### src/trc_defines.svh
// constants for the reinitialization and tcp retry controller
// assumes a 20 mhz reference clock and 16-bit buffer memory words
`ifndef TRC_DEFINES_SVH
`define TRC_DEFINES_SVH

`define TRC_CLK_PERIOD_NS   50
`define TRC_TIMER_UNIT_MS   500

`define TRC_ADR_OWN_IP_LO   16'h000A
`define TRC_ADR_OWN_IP_HI   16'h000B
`define TRC_ADR_ULP_TIMER   16'h000C
`define TRC_ADR_RESEND_TMR  16'h000D
`define TRC_ADR_END_TIMER   16'h000E
`define TRC_ADR_REINIT      16'h001F
`define TRC_ADR_OP_SETTING  16'h0020
`define TRC_ADR_SPEED_MODE  16'h0021
`define TRC_ADR_INIT_ERR    16'h0069
`define TRC_ADR_OPEN_STAT   16'h5000

`define TRC_REINIT_BIT      15

`define TRC_RST_ULP         16'h003C
`define TRC_RST_RESEND      16'h0014
`define TRC_RST_END         16'h003C
`define TRC_RST_OWN_IP      32'hC0A8_0001

`define TRC_ERR_NONE        16'h0000
`define TRC_ERR_BAD_IP      16'hC000
`define TRC_ERR_BAD_TIMER   16'hC001

`define TRC_MSS_LOCAL       16'h05B4
`define TRC_MSS_ROUTER      16'h0218

`define TRC_PEER_DEPTH      4
`define TRC_FIFO_DEPTH      8
`define TRC_FIFO_WIDTH      16

`endif

### src/trc_pkg.sv
// types shared by the reinitialization controller
// assumes trc_defines.svh supplies the numeric constants
package trc_pkg;

    typedef enum logic [2:0] {
        ST_READY  = 3'b001,
        ST_REQ    = 3'b010,
        ST_CLEAR  = 3'b011,
        ST_LOAD   = 3'b100,
        ST_FAILED = 3'b101
    } trc_rst_state_t;

    typedef enum logic [1:0] {
        SS_IDLE = 2'b00,
        SS_WAIT = 2'b01
    } trc_snd_state_t;

    typedef struct packed {
        logic [15:0] addr;
        logic        wr;
        logic        rd;
        logic [15:0] wdata;
    } trc_bus_req_t;

    typedef struct packed {
        logic [31:0] own_ip;
        logic [15:0] op_setting;
        logic [15:0] speed_mode;
    } trc_reinit_par_t;

    typedef struct packed {
        logic        valid;
        logic [31:0] ip;
        logic [47:0] mac;
    } trc_peer_t;

endpackage : trc_pkg

### src/trc_reinit_ctrl.sv
// reinitialization controller with tcp segmentation, retry and peer table
// assumes a host driving the buffer port and instruction strobe synchronously
// What the document requires
// RL1: local line: one segment to 1460, else two
// RL2: router: 536 per segment, up to three
// RL3: retry count is ulp timer over resend
// RL4: resend per timer expiry, then report send error
// RL5: equal timers mean no retries at all
// RL6: reinit returns to post-startup state, no cpu reset
// RL7: keep peer ip/mac pairs, reinit clears them
// RL8: reinit applies new ip, operation, speed settings
// RL9: host requests only while init done set; code also accepts in the failed state
// RL10: host closes all connections before requesting
// RL11: accepted request drops init done flag
// RL12: completion clears word 1f b15, raises done
// RL13: failed reinit stores initial error code
// RL14: host never mixes instruction and direct write
// RL15: direct write: settings first, then request
// RL16: open completion status readable at 5000
// RL17: no new request while one runs
// RL18: reinit loads timer and other parameters
// RL19: direct write sets word 1f bit 15
`timescale 1ns/1ps
`include "trc_defines.svh"

module trc_fifo #(
    parameter int W = 16,
    parameter int D = 8
) (
    input  wire logic         ref_clk_i,
    input  wire logic         reset_i,
    input  wire logic         in_valid_i,
    input  wire logic [W-1:0] in_data_i,
    output logic              in_ready_o,
    output logic              out_valid_o,
    output logic [W-1:0]      out_data_o,
    input  wire logic         out_ready_i
);
    localparam int AW = $clog2(D);
    logic [W-1:0]  mem_q [D];
    logic [AW-1:0] wr_q, wr_d, rd_q, rd_d;
    logic [AW:0]   cnt_q, cnt_d;
    logic          push, pop;

    always_comb begin
        push = in_valid_i && (cnt_q != (AW+1)'(D));
        pop  = (cnt_q != '0) && out_ready_i;
        wr_d = push ? wr_q + 1'b1 : wr_q;
        rd_d = pop ? rd_q + 1'b1 : rd_q;
        cnt_d = cnt_q + (AW+1)'(push) - (AW+1)'(pop);
    end

    always_ff @(posedge ref_clk_i) begin
        if (reset_i) begin
            wr_q  <= '0;
            rd_q  <= '0;
            cnt_q <= '0;
        end else begin
            wr_q  <= wr_d;
            rd_q  <= rd_d;
            cnt_q <= cnt_d;
        end
        if (push) begin
            mem_q[wr_q] <= in_data_i;
        end
    end

    assign in_ready_o  = (cnt_q != (AW+1)'(D));
    assign out_valid_o = (cnt_q != '0);
    assign out_data_o  = mem_q[rd_q];
endmodule : trc_fifo

module trc_reinit_ctrl #(
    parameter int unsigned TICK_CYCLES =
        `TRC_TIMER_UNIT_MS * 1000000 / `TRC_CLK_PERIOD_NS
) (
    input  wire logic                   ref_clk_i,
    input  wire logic                   reset_i,
    input  wire trc_pkg::trc_bus_req_t  bus_i,
    output logic [15:0]                 bus_rdata_o,
    input  wire logic                   reinit_instruction_i,
    input  wire trc_pkg::trc_reinit_par_t reinit_par_i,
    output logic                        reinit_cmp_o,
    output logic                        reinit_fail_o,
    output logic                        init_done_flag_o,
    output logic [31:0]                 own_ip_o,
    output logic [15:0]                 op_setting_o,
    output logic [15:0]                 speed_mode_o,
    input  wire logic [15:0]            open_status_i,
    input  wire logic                   peer_learn_i,
    input  wire logic                   peer_chk_i,
    input  wire trc_pkg::trc_peer_t     peer_i,
    output logic                        peer_reject_o,
    input  wire logic                   send_start_i,
    input  wire logic [15:0]            send_len_i,
    input  wire logic                   via_router_i,
    input  wire logic                   ack_i,
    output logic [1:0]                  seg_count_o,
    output logic                        seg_tx_o,
    output logic                        send_done_o,
    output logic                        send_err_o,
    input  wire logic                   tx_valid_i,
    input  wire logic [15:0]            tx_data_i,
    output logic                        tx_ready_o,
    output logic                        link_valid_o,
    output logic [15:0]                 link_data_o,
    input  wire logic                   link_ready_i
);
    import trc_pkg::*;

    trc_rst_state_t st_q, st_d;
    logic [15:0] ip_lo_q, ip_lo_d, ip_hi_q, ip_hi_d, ulp_q, ulp_d, rsd_q, rsd_d;
    logic [15:0] end_q, end_d, reinit_q, reinit_d, opset_q, opset_d, speed_q, speed_d;
    logic [15:0] err_q, err_d, retries_q, retries_d, act_rsd_q, act_rsd_d;
    logic [31:0] act_ip_q, act_ip_d;
    logic [15:0] act_op_q, act_op_d, act_sp_q, act_sp_d;
    logic        done_q, done_d, inst_q, inst_d, cmp_q, cmp_d, fail_q, fail_d;
    logic        cfg_ok, req_write, accept;
    logic [31:0] new_ip;

    // reinitialization sequence and buffer words
    always_comb begin
        st_d = st_q;
        ip_lo_d = ip_lo_q;
        ip_hi_d = ip_hi_q;
        ulp_d = ulp_q;
        rsd_d = rsd_q;
        end_d = end_q;
        reinit_d = reinit_q;
        opset_d = opset_q;
        speed_d = speed_q;
        err_d = err_q;
        retries_d = retries_q;
        act_rsd_d = act_rsd_q;
        act_ip_d = act_ip_q;
        act_op_d = act_op_q;
        act_sp_d = act_sp_q;
        done_d = done_q;
        inst_d = inst_q;
        cmp_d = 1'b0;
        fail_d = 1'b0;
        new_ip = {ip_hi_q, ip_lo_q};
        cfg_ok = (new_ip != '0) && (new_ip != '1) && (rsd_q != '0) && (ulp_q >= rsd_q);
        // a rising write of b15 is the direct request
        req_write = bus_i.wr && (bus_i.addr == `TRC_ADR_REINIT)
                    && bus_i.wdata[`TRC_REINIT_BIT] && !reinit_q[`TRC_REINIT_BIT]; // see RL19
        accept = (st_q == ST_READY || st_q == ST_FAILED)
                 && (reinit_instruction_i || req_write);
        if (bus_i.wr) begin
            case (bus_i.addr)
                `TRC_ADR_OWN_IP_LO:  ip_lo_d = bus_i.wdata;
                `TRC_ADR_OWN_IP_HI:  ip_hi_d = bus_i.wdata;
                `TRC_ADR_ULP_TIMER:  ulp_d = bus_i.wdata;
                `TRC_ADR_RESEND_TMR: rsd_d = bus_i.wdata;
                `TRC_ADR_END_TIMER:  end_d = bus_i.wdata;
                `TRC_ADR_REINIT:     reinit_d = bus_i.wdata;
                `TRC_ADR_OP_SETTING: opset_d = bus_i.wdata;
                `TRC_ADR_SPEED_MODE: speed_d = bus_i.wdata;
                default: ;
            endcase
        end
        case (st_q)
            ST_READY, ST_FAILED: begin
                if (accept) begin
                    done_d = 1'b0; // see RL11
                    st_d = ST_REQ;
                    inst_d = reinit_instruction_i;
                    if (reinit_instruction_i) begin
                        {ip_hi_d, ip_lo_d} = reinit_par_i.own_ip;
                        opset_d = reinit_par_i.op_setting;
                        speed_d = reinit_par_i.speed_mode;
                        reinit_d[`TRC_REINIT_BIT] = 1'b1;
                    end
                end
            end
            ST_REQ:   st_d = ST_CLEAR;
            ST_CLEAR: st_d = ST_LOAD;
            ST_LOAD: begin
                reinit_d[`TRC_REINIT_BIT] = 1'b0; // see RL12
                cmp_d = inst_q;
                inst_d = 1'b0;
                if (cfg_ok) begin
                    // new addressing and line settings take effect here
                    act_ip_d = new_ip; // see RL8
                    act_op_d = opset_q;
                    act_sp_d = speed_q;
                    act_rsd_d = rsd_q; // see RL18
                    // equal timers give zero retries instead of one
                    retries_d = (ulp_q == rsd_q) ? 16'h0000 : ulp_q / rsd_q; // see RL3 see RL5
                    err_d = `TRC_ERR_NONE;
                    done_d = 1'b1; // see RL12
                    st_d = ST_READY;
                end else begin
                    err_d = (rsd_q == '0 || ulp_q < rsd_q) ? `TRC_ERR_BAD_TIMER
                                                          : `TRC_ERR_BAD_IP; // see RL13
                    fail_d = inst_q;
                    st_d = ST_FAILED;
                end
            end
            default: st_d = ST_LOAD;
        endcase
        // a host write of b15 wins over the hardware clear
        if (req_write) begin
            reinit_d[`TRC_REINIT_BIT] = 1'b1;
        end
    end

    // reset runs the initial process; later requests repeat it without a reset
    always_ff @(posedge ref_clk_i) begin
        if (reset_i) begin
            st_q <= ST_LOAD; // see RL6
            ip_lo_q <= 16'(`TRC_RST_OWN_IP);
            ip_hi_q <= 16'(`TRC_RST_OWN_IP >> 16);
            ulp_q <= `TRC_RST_ULP;
            rsd_q <= `TRC_RST_RESEND;
            end_q <= `TRC_RST_END;
            reinit_q <= '0;
            opset_q <= '0;
            speed_q <= '0;
            err_q <= `TRC_ERR_NONE;
            retries_q <= '0;
            act_rsd_q <= `TRC_RST_RESEND;
            act_ip_q <= '0;
            act_op_q <= '0;
            act_sp_q <= '0;
            done_q <= 1'b0;
            inst_q <= 1'b0;
            cmp_q <= 1'b0;
            fail_q <= 1'b0;
        end else begin
            st_q <= st_d;
            ip_lo_q <= ip_lo_d;
            ip_hi_q <= ip_hi_d;
            ulp_q <= ulp_d;
            rsd_q <= rsd_d;
            end_q <= end_d;
            reinit_q <= reinit_d;
            opset_q <= opset_d;
            speed_q <= speed_d;
            err_q <= err_d;
            retries_q <= retries_d;
            act_rsd_q <= act_rsd_d;
            act_ip_q <= act_ip_d;
            act_op_q <= act_op_d;
            act_sp_q <= act_sp_d;
            done_q <= done_d;
            inst_q <= inst_d;
            cmp_q <= cmp_d;
            fail_q <= fail_d;
        end
    end

    // registered read port, one cycle latency
    logic [15:0] rdata_q, rdata_d;
    always_comb begin
        rdata_d = rdata_q;
        if (bus_i.rd) begin
            case (bus_i.addr)
                `TRC_ADR_OWN_IP_LO:  rdata_d = ip_lo_q;
                `TRC_ADR_OWN_IP_HI:  rdata_d = ip_hi_q;
                `TRC_ADR_ULP_TIMER:  rdata_d = ulp_q;
                `TRC_ADR_RESEND_TMR: rdata_d = rsd_q;
                `TRC_ADR_END_TIMER:  rdata_d = end_q;
                `TRC_ADR_REINIT:     rdata_d = reinit_q;
                `TRC_ADR_OP_SETTING: rdata_d = opset_q;
                `TRC_ADR_SPEED_MODE: rdata_d = speed_q;
                `TRC_ADR_INIT_ERR:   rdata_d = err_q;
                `TRC_ADR_OPEN_STAT:  rdata_d = open_status_i; // see RL16
                default:             rdata_d = '0;
            endcase
        end
    end

    // peer ip/mac pairs used to reject spoofed access
    trc_peer_t peer_q [`TRC_PEER_DEPTH];
    trc_peer_t peer_d [`TRC_PEER_DEPTH];
    logic      rej_q, rej_d, known, placed;
    always_comb begin
        peer_d = peer_q;
        rej_d = 1'b0;
        known = 1'b0;
        placed = 1'b0;
        for (int i = 0; i < `TRC_PEER_DEPTH; i++) begin
            if (peer_q[i].valid && peer_q[i].ip == peer_i.ip) begin
                known = 1'b1;
                if (peer_chk_i && peer_q[i].mac != peer_i.mac) begin
                    rej_d = 1'b1; // see RL7
                end
            end
        end
        // a full table keeps its oldest pairs; newcomers are not tracked
        if (peer_learn_i && !known) begin
            for (int i = 0; i < `TRC_PEER_DEPTH; i++) begin
                if (!placed && !peer_q[i].valid) begin
                    peer_d[i] = peer_i;
                    peer_d[i].valid = 1'b1;
                    placed = 1'b1;
                end
            end
        end
        if (st_q == ST_CLEAR) begin
            for (int i = 0; i < `TRC_PEER_DEPTH; i++) begin
                peer_d[i].valid = 1'b0; // see RL7
            end
        end
    end

    always_ff @(posedge ref_clk_i) begin
        if (reset_i) begin
            for (int i = 0; i < `TRC_PEER_DEPTH; i++) begin
                peer_q[i] <= '0;
            end
            rej_q <= 1'b0;
            rdata_q <= '0;
        end else begin
            peer_q <= peer_d;
            rej_q <= rej_d;
            rdata_q <= rdata_d;
        end
    end

    // send engine: segmentation, resend timer and retry count
    trc_snd_state_t ss_q, ss_d;
    logic [23:0] tick_q, tick_d;
    logic [15:0] unit_q, unit_d, retry_q, retry_d;
    logic [1:0]  seg_q, seg_d;
    logic        tx_q, tx_d, sdone_q, sdone_d, serr_q, serr_d, tick;
    always_comb begin
        ss_d = ss_q;
        unit_d = unit_q;
        retry_d = retry_q;
        seg_d = seg_q;
        tx_d = 1'b0;
        sdone_d = 1'b0;
        serr_d = 1'b0;
        tick = (tick_q == 24'(TICK_CYCLES - 1));
        tick_d = tick ? '0 : tick_q + 1'b1;
        case (ss_q)
            SS_IDLE: begin
                if (send_start_i && done_q) begin
                    if (via_router_i) begin
                        seg_d = (send_len_i <= `TRC_MSS_ROUTER) ? 2'd1 :
                                (send_len_i <= 16'(2 * `TRC_MSS_ROUTER)) ? 2'd2 : 2'd3; // see RL2
                    end else begin
                        seg_d = (send_len_i <= `TRC_MSS_LOCAL) ? 2'd1 : 2'd2; // see RL1
                    end
                    tx_d = 1'b1;
                    retry_d = '0;
                    unit_d = '0;
                    tick_d = '0;
                    ss_d = SS_WAIT;
                end
            end
            SS_WAIT: begin
                if (!done_q) begin
                    ss_d = SS_IDLE;
                end else if (ack_i) begin
                    sdone_d = 1'b1;
                    ss_d = SS_IDLE;
                end else if (tick) begin
                    if (unit_q + 16'd1 >= act_rsd_q) begin
                        unit_d = '0;
                        if (retry_q < retries_q) begin
                            retry_d = retry_q + 16'd1;
                            tx_d = 1'b1; // see RL4
                        end else begin
                            serr_d = 1'b1; // see RL4
                            ss_d = SS_IDLE;
                        end
                    end else begin
                        unit_d = unit_q + 16'd1;
                    end
                end
            end
            default: ss_d = SS_IDLE;
        endcase
    end

    always_ff @(posedge ref_clk_i) begin
        if (reset_i) begin
            ss_q <= SS_IDLE;
            tick_q <= '0;
            unit_q <= '0;
            retry_q <= '0;
            seg_q <= '0;
            tx_q <= 1'b0;
            sdone_q <= 1'b0;
            serr_q <= 1'b0;
        end else begin
            ss_q <= ss_d;
            tick_q <= tick_d;
            unit_q <= unit_d;
            retry_q <= retry_d;
            seg_q <= seg_d;
            tx_q <= tx_d;
            sdone_q <= sdone_d;
            serr_q <= serr_d;
        end
    end

    // payload buffer; the link drains only while the module is initialized
    logic fifo_valid;
    trc_fifo #(.W(`TRC_FIFO_WIDTH), .D(`TRC_FIFO_DEPTH)) u_fifo (
        .ref_clk_i   (ref_clk_i),
        .reset_i     (reset_i),
        .in_valid_i  (tx_valid_i),
        .in_data_i   (tx_data_i),
        .in_ready_o  (tx_ready_o),
        .out_valid_o (fifo_valid),
        .out_data_o  (link_data_o),
        .out_ready_i (link_ready_i && done_q)
    );

    assign link_valid_o     = fifo_valid && done_q;
    assign bus_rdata_o      = rdata_q;
    assign reinit_cmp_o     = cmp_q;
    assign reinit_fail_o    = fail_q;
    assign init_done_flag_o = done_q;
    assign own_ip_o         = act_ip_q;
    assign op_setting_o     = act_op_q;
    assign speed_mode_o     = act_sp_q;
    assign peer_reject_o    = rej_q;
    assign seg_count_o      = seg_q;
    assign seg_tx_o         = tx_q;
    assign send_done_o      = sdone_q;
    assign send_err_o       = serr_q;
endmodule : trc_reinit_ctrl

### config.mk
export PLATFORM = sky130hd
export DESIGN_NAME = trc_reinit_ctrl
export DESIGN_NICKNAME = d
export VERILOG_FILES = /design/src/trc_pkg.sv /design/src/trc_reinit_ctrl.sv
export VERILOG_INCLUDE_DIRS = /design/src
export SDC_FILE = /design/constraint.sdc
export NUM_CORES = 2
export LEC_CHECK = 0
export ABC_AREA = 0
export BUFFER_PORTS_ARGS = -buffer_cell sky130_fd_sc_hd__buf_2
export CAP_MARGIN = 20
export CORE_MARGIN = 2
export CORE_UTILIZATION = 67
export CTS_BUF_LIST = sky130_fd_sc_hd__clkbuf_4 sky130_fd_sc_hd__clkbuf_8
export DETAILED_ROUTE_END_ITERATION = 6
export GPL_TIMING_DRIVEN = 0
export HOLD_SLACK_MARGIN = 0.05
export PLACE_DENSITY = 0.88
export SETUP_SLACK_MARGIN = 0.05
export SLEW_MARGIN = 10
export SYNTH_ARGS = -nofsm -noshare
export SYNTH_HDL_FRONTEND = slang
export SYNTH_SLANG_ARGS = --single-unit
### constraint.sdc
create_clock -name ref_clk_i -period 73.4 [get_ports ref_clk_i]
set_input_delay 7.34 -clock ref_clk_i [delete_from_list [all_inputs] [get_ports ref_clk_i]]
set_output_delay 7.34 -clock ref_clk_i [all_outputs]
set_load 0.01 [all_outputs]
**After elaboration in Yosys (flattened, before gate mapping)**

Memories as Yosys holds them, arrays and structs flattened. A register that Yosys moved wholly into a read port is not among the register bits.
Cells that the tools add are included.

- Output and inout bits: 107
- Bits in registers: 661
- Bits of input ports: 237
- Bits in writable memories: 128
- Memories kept: 1
- Logic and storage cells: 264

Memories:

| name | depth | bits a word | read ports | clocked after Yosys merged registers in | write ports | line | RTL |
|---|---|---|---|---|---|---|---|
| u_fifo.mem_q | 8 | 16 | 1 | 1 | 1 | trc_reinit_ctrl.sv:40 | `logic [W-1:0] mem_q [D];` |

- Add/sub/neg operators: 7
- Bitwise operators: 6
- Magnitude comparators: 7
- Reduce and logical (&&, ||, !) cells: 63
- Eq/ne operators: 39
- Mux-type cells: 95
- Divide/modulo/power cells: 1

Operators by type and width:

| operator | number |
|---|---|
| $mux 16 | 34 |
| $ne 48x48->1 | 4 |
| $pmux 16 s10 | 1 |
| $eq 32x32->1 | 4 |
| $eq 16x4->1 const B | 5 |
| $mux 24 | 3 |
| $pmux 16 s2 | 2 |
| $mux 1 | 36 |
| $add 16x1->16 const B | 2 |
| $eq 16x6->1 const B | 2 |
| $ge 16x16->1 | 2 |
| $le 16x11->1 const B | 2 |
| $lt 16x16->1 | 2 |
| $ne 32x32->1 const B | 1 |
| $reduce_bool 32->1 | 1 |
| $add 24x1->24 const B | 1 |
| $eq 24x24->1 const B | 1 |
| $logic_and 1x1->1 | 24 |
| $reduce_and 2->1 | 11 |
| $mux 2 | 9 |
| $div 16x16->16 | 1 |
| $eq 16x15->1 const B | 1 |
| $eq 16x16->1 | 1 |
| $eq 16x5->1 const B | 1 |
| other kinds (30) | 67 |

**Depth between registers and ports, before layout**

- Word-level depth: 20
- Depth in mapped cells: 127
- Depth with buffers taken out: 119

**Hierarchy**

Synthesis repeated with hierarchy kept, for this count alone.

- Cells, all modules: 4,651
- Area total of the unflattened synthesis: 42,115.4 um^2

Modules (own cells, without submodules):

| module | times used | seq. area each (um^2) | cells an instance | area an instance (um^2) |
|---|---|---|---|---|
| trc_reinit_ctrl | 1 | 12,732.2 | 4,386 | 36,483.7 |
| trc_fifo | 1 | 4,103.9 | 265 | 5,631.7 |

**Worst setup path after synthesis**

Ideal clock, no wire load.

- Kind: register to register
- Start point: register rsd_q[0]
- End point: register retries_q[0]
- Buffers on the path: 9
- Clock period less this slack: 25.279 ns
- Setup time: 0.117 ns
- Setup slack: 48.121 ns
- Stages on the path, launching flop included: 115
- Required time: 73.283 ns
- Data arrival time: 25.162 ns
- Cell sequence: dfxtp_1 inv_1 ha_1 nor4b_1 a311o_1 and2_1 ha_1 o21a_1 o21ai_0 nor2_1 mux2_2 ha_1 nor2_1 a211o_1 a22o_1 a31oi_2 nand2_1 ha_1 [79 not listed] ha_1 o21a_1 o211ai_1 a21oi_1 o211a_1 o21a_1 o21ai_1 clkbuf_1 o21ai_0 ha_1 a21o_1 a21o_1 a21o_1 a21o_1 a21oi_1 o21ai_0 a221o_1 a22o_1

- Longest elaborated chain between the ends: 4
- Elaborated cells on any way between the ends: 8
- Those cells by class: div: 1; order compare: 1; eq/ne: 1; mux: 1; reduce/logical: 4

Ends and longest elaborated chain:

| element | line | RTL |
|---|---|---|
| start, declared | trc_reinit_ctrl.sv:112 | `logic [15:0] ip_lo_q, ip_lo_d, ip_hi_q, ip_hi_d, ulp_q, ulp_d, rsd_q, rsd_d;` |
| start signal, assigned | trc_reinit_ctrl.sv:215 | `` rsd_q <= `TRC_RST_RESEND; `` |
| start signal, assigned | trc_reinit_ctrl.sv:235 | `rsd_q <= rsd_d;` |
| branches (longest 4 deep; another with $div 16x16->16) | -- |  |
| end signal, assigned | trc_reinit_ctrl.sv:241 | `retries_q <= retries_d;` |
| end, declared | trc_reinit_ctrl.sv:114 | `logic [15:0] err_q, err_d, retries_q, retries_d, act_rsd_q, act_rsd_d;` |

Parallel ways; which one is timed is not known.
A chain may end at the register's enable or synchronous reset.

**Worst setup path in the final report**

Same ends and word-level chain as after synthesis.

==> results.yml <==
run_status:
  outcome: "finished clean"
sta:
  setup_viol: 0
  max_clock_freq_mhz: 31.27
  final_hold_viol_count: 0
  final-max-slew-violation-count: 0
  setup-tns-final_ps: 0
  tightestPinTransition_ps: 1148
  final.period_utilization_pct: 43.57
  timing.max_slew.rel_slack_pct: 22.77
  rsz0062_at_grt: "false"
  finalCriticalPeriod_ps: 31980
  fin_skew_ps: 54.31
floorplanning:
  chipWidth_um: 255.2
  chipHeight_um: 255.2
  number_of_primary_i_o_pins: 344
  die-area_um2: 65120
  placeableCoreArea_um2: 62740
  initial_utilization_pct: 67.39
  row_count: 92
placement:
  detailed_place_hpwl_um: 102000
  placement.io_buffers: 248
  total_placed_cells_including_tap_cells: 5961
  gp_congestion: 1.043
  post_dp_cell_area_um2: 44710
global_route:
  grt-ovfl-total: 0
  first_global_vias: 37280
  grt_pass1_wl_um: 209800
  grt.total_usage_pct: 41.94
  grt_start_max_net_pins: 20
  grt_antenna_before_repair: 9
run:
  maxCapViolCount: 0
clock_tree:
  tritoncts.num_buffers: 118
  worstSkewPairLatency_ps: 760
  postCtsResizedCells: 0
  ctsHtreeMaxLevel: 3
  cts_post_setup_buffers_inserted: 0
  clock_tree.buffer_depth: 3
  ctsHoldBuffers: 0
  cts.sinks: 777
  clk_pin_slew_worst_setup_hold_paths_ps: 70
  cts_tree: "built"
  clock_tree.root_cell: "clkbuf_8"
cells_and_area:
  multi_input_area_um2: 23700
  layout.cells.most_common: "nand2_1"
  final_cell_mix: "793 x nand2_1, 649 x dfxtp_1, 430 x a21oi_1, 416 x nor2_1, 311 x buf_2"
  finish.cell_count_without_fillers: 6183
  layout-drive-gt1-share_pct: 12.51
  postLayoutCellArea_um2: 47360
  area_growth_pct: 12.02
  layout.area.seq_um2: 16840
  fillCellCount: 4429
  nets: 5669
route:
  detail-route-antenna-nets: 0
  drc: 0
  post_drt_via_cell_ratio: 6.439
  drt_iter0_markers: 4784
  drt_pass1_iterations: 7
  avgRoutedWirePerCell_um: 22.79
  postRouteWirelength_um: 140900
  via_count: 39810
worst_setup_path:
  critical_path_buf_inv_count: 9
  max_stage_delay_ps: 890
  crit_slowest_cell: "a2111oi_0"
  start_kind: "flop"
  timing_worst_setup_path_type: "flop to flop"
  worst_ep_arrival_time_ps: 32620
  path_max_fanout: 15
  cp-end-kind: "flop"
  required_worst_endpoint_ps: 74030
  crit_path_frequent_cell: "ha_1"
  cp_top_family: "compound AO/OA/AOI/OAI gates"
pwr:
  peakVddDrop_uv: 44.04
  totalPowerFinal_mw: 1.313
  power.static_leakage_nw: 18.50
  power_density_nw_per_um2: 27.73
yosys:
  synthArstFlopShare_pct: 0
  synth_enable_flop_cells: 128
  synth-warning-count: 0
  synth_area_per_cell_um2: 8.703
  syn_inst: 4858
  ys.flop_type: "dfxtp_1"
  postSynthNetCount: 5290
  ys_ff_latch: 777
  ys_types: 109
  netlist_area_um2: 42280
  seq_area_frac_synth_pct: 39.82
hold_path:
  holdCritPathClass: "flop to flop"
worst register-to-register path: cells and delay by family, from the launching register on:
family	cells	cell delay, ps
simple gates	23	4220
compound gates	60	18190
fa+ha+maj	16	4950
buf+inv	9	3200
mux	2	660
flops	1	630
stage by stage:
stage                     worst slack (ps)  utilization, %  hold slack [ps]
after floorplan                      48120               -            429.7
after global placement               42560           71.06            440.2
after detailed placement             42190           71.27            445.7
after CTS                            42110           75.45            453.9
after global routing                 39860           75.48            473.3
final                                41420           75.49            453.6
worst paths after layout:
check | from | endpoint | slack [ps] | cells past startpoint
max reg2reg | rsd_q[0] | retries_q[0] | 41420 | 110
min reg2reg | own_ip_o[12] | own_ip_o[12] | 450 | 2
min | own_ip_o[12] | own_ip_o[12] | 450 | 2
max | rsd_q[0] | retries_q[0] | 41420 | 110
logic make-up after synthesis:
group | synth area share [%]
xor+xnor | 8.887
simple gates | 19.28
flops | 39.82
mux | 7.366
compound gates | 14.68
buf+inv | 4.170
fa+ha+maj | 5.789
sequential cells by signal, indices dropped and copies added (netlist names), 24 cells and up, named ones only:
| signal | count |
|---|---|
| peer_q | 324 |
| u_fifo.mem_q | 128 |
| own_ip_o | 32 |
| tick_q | 24 |
Yosys cell counts, types with 90 or more instances:
library cell	instances	area, um2
mux2i_1	199	1992
ha_1	194	2427
nor2_1	422	1584
a21oi_1	430	2152
inv_1	94	352.8
clkbuf_1	273	1025
dfxtp_1	649	12990
nand4_1	90	563.0
xor2_1	285	2496
xnor2_1	144	1261
nand3_1	142	710.7
edfxtp_1	128	3844
nand2_1	793	2977
where the power goes:
group	switching [mW]	internal, mW	total, mW
clock	0.180	0.214	0.394
combinational	0.266	0.185	0.451
sequential	0.0159	0.452	0.468
total	0.462	0.851	1.31
per-layer routing:
layer	global-route usage, %	vias to the layer above	wire length (um)
met5	0	-	23
met4	26.37	4	9370
met3	9.275	595	16060
met2	64.96	2528	62050
met1	53.32	18760	53380
li1	-	17930	-
cell type report:
type	instances	share of cell area, %
well taps	846	2.235
diodes	7	0.03699
repair buffers	259	2.877
clock inverters	39	0.8164
inverters	95	0.7530
clock buffers	174	4.713
plain buffers	348	2.970
flip-flops and latches	777	35.55
multi-input cells	3638	50.05
No activity file was read; power rests on OpenSTA's default activity.
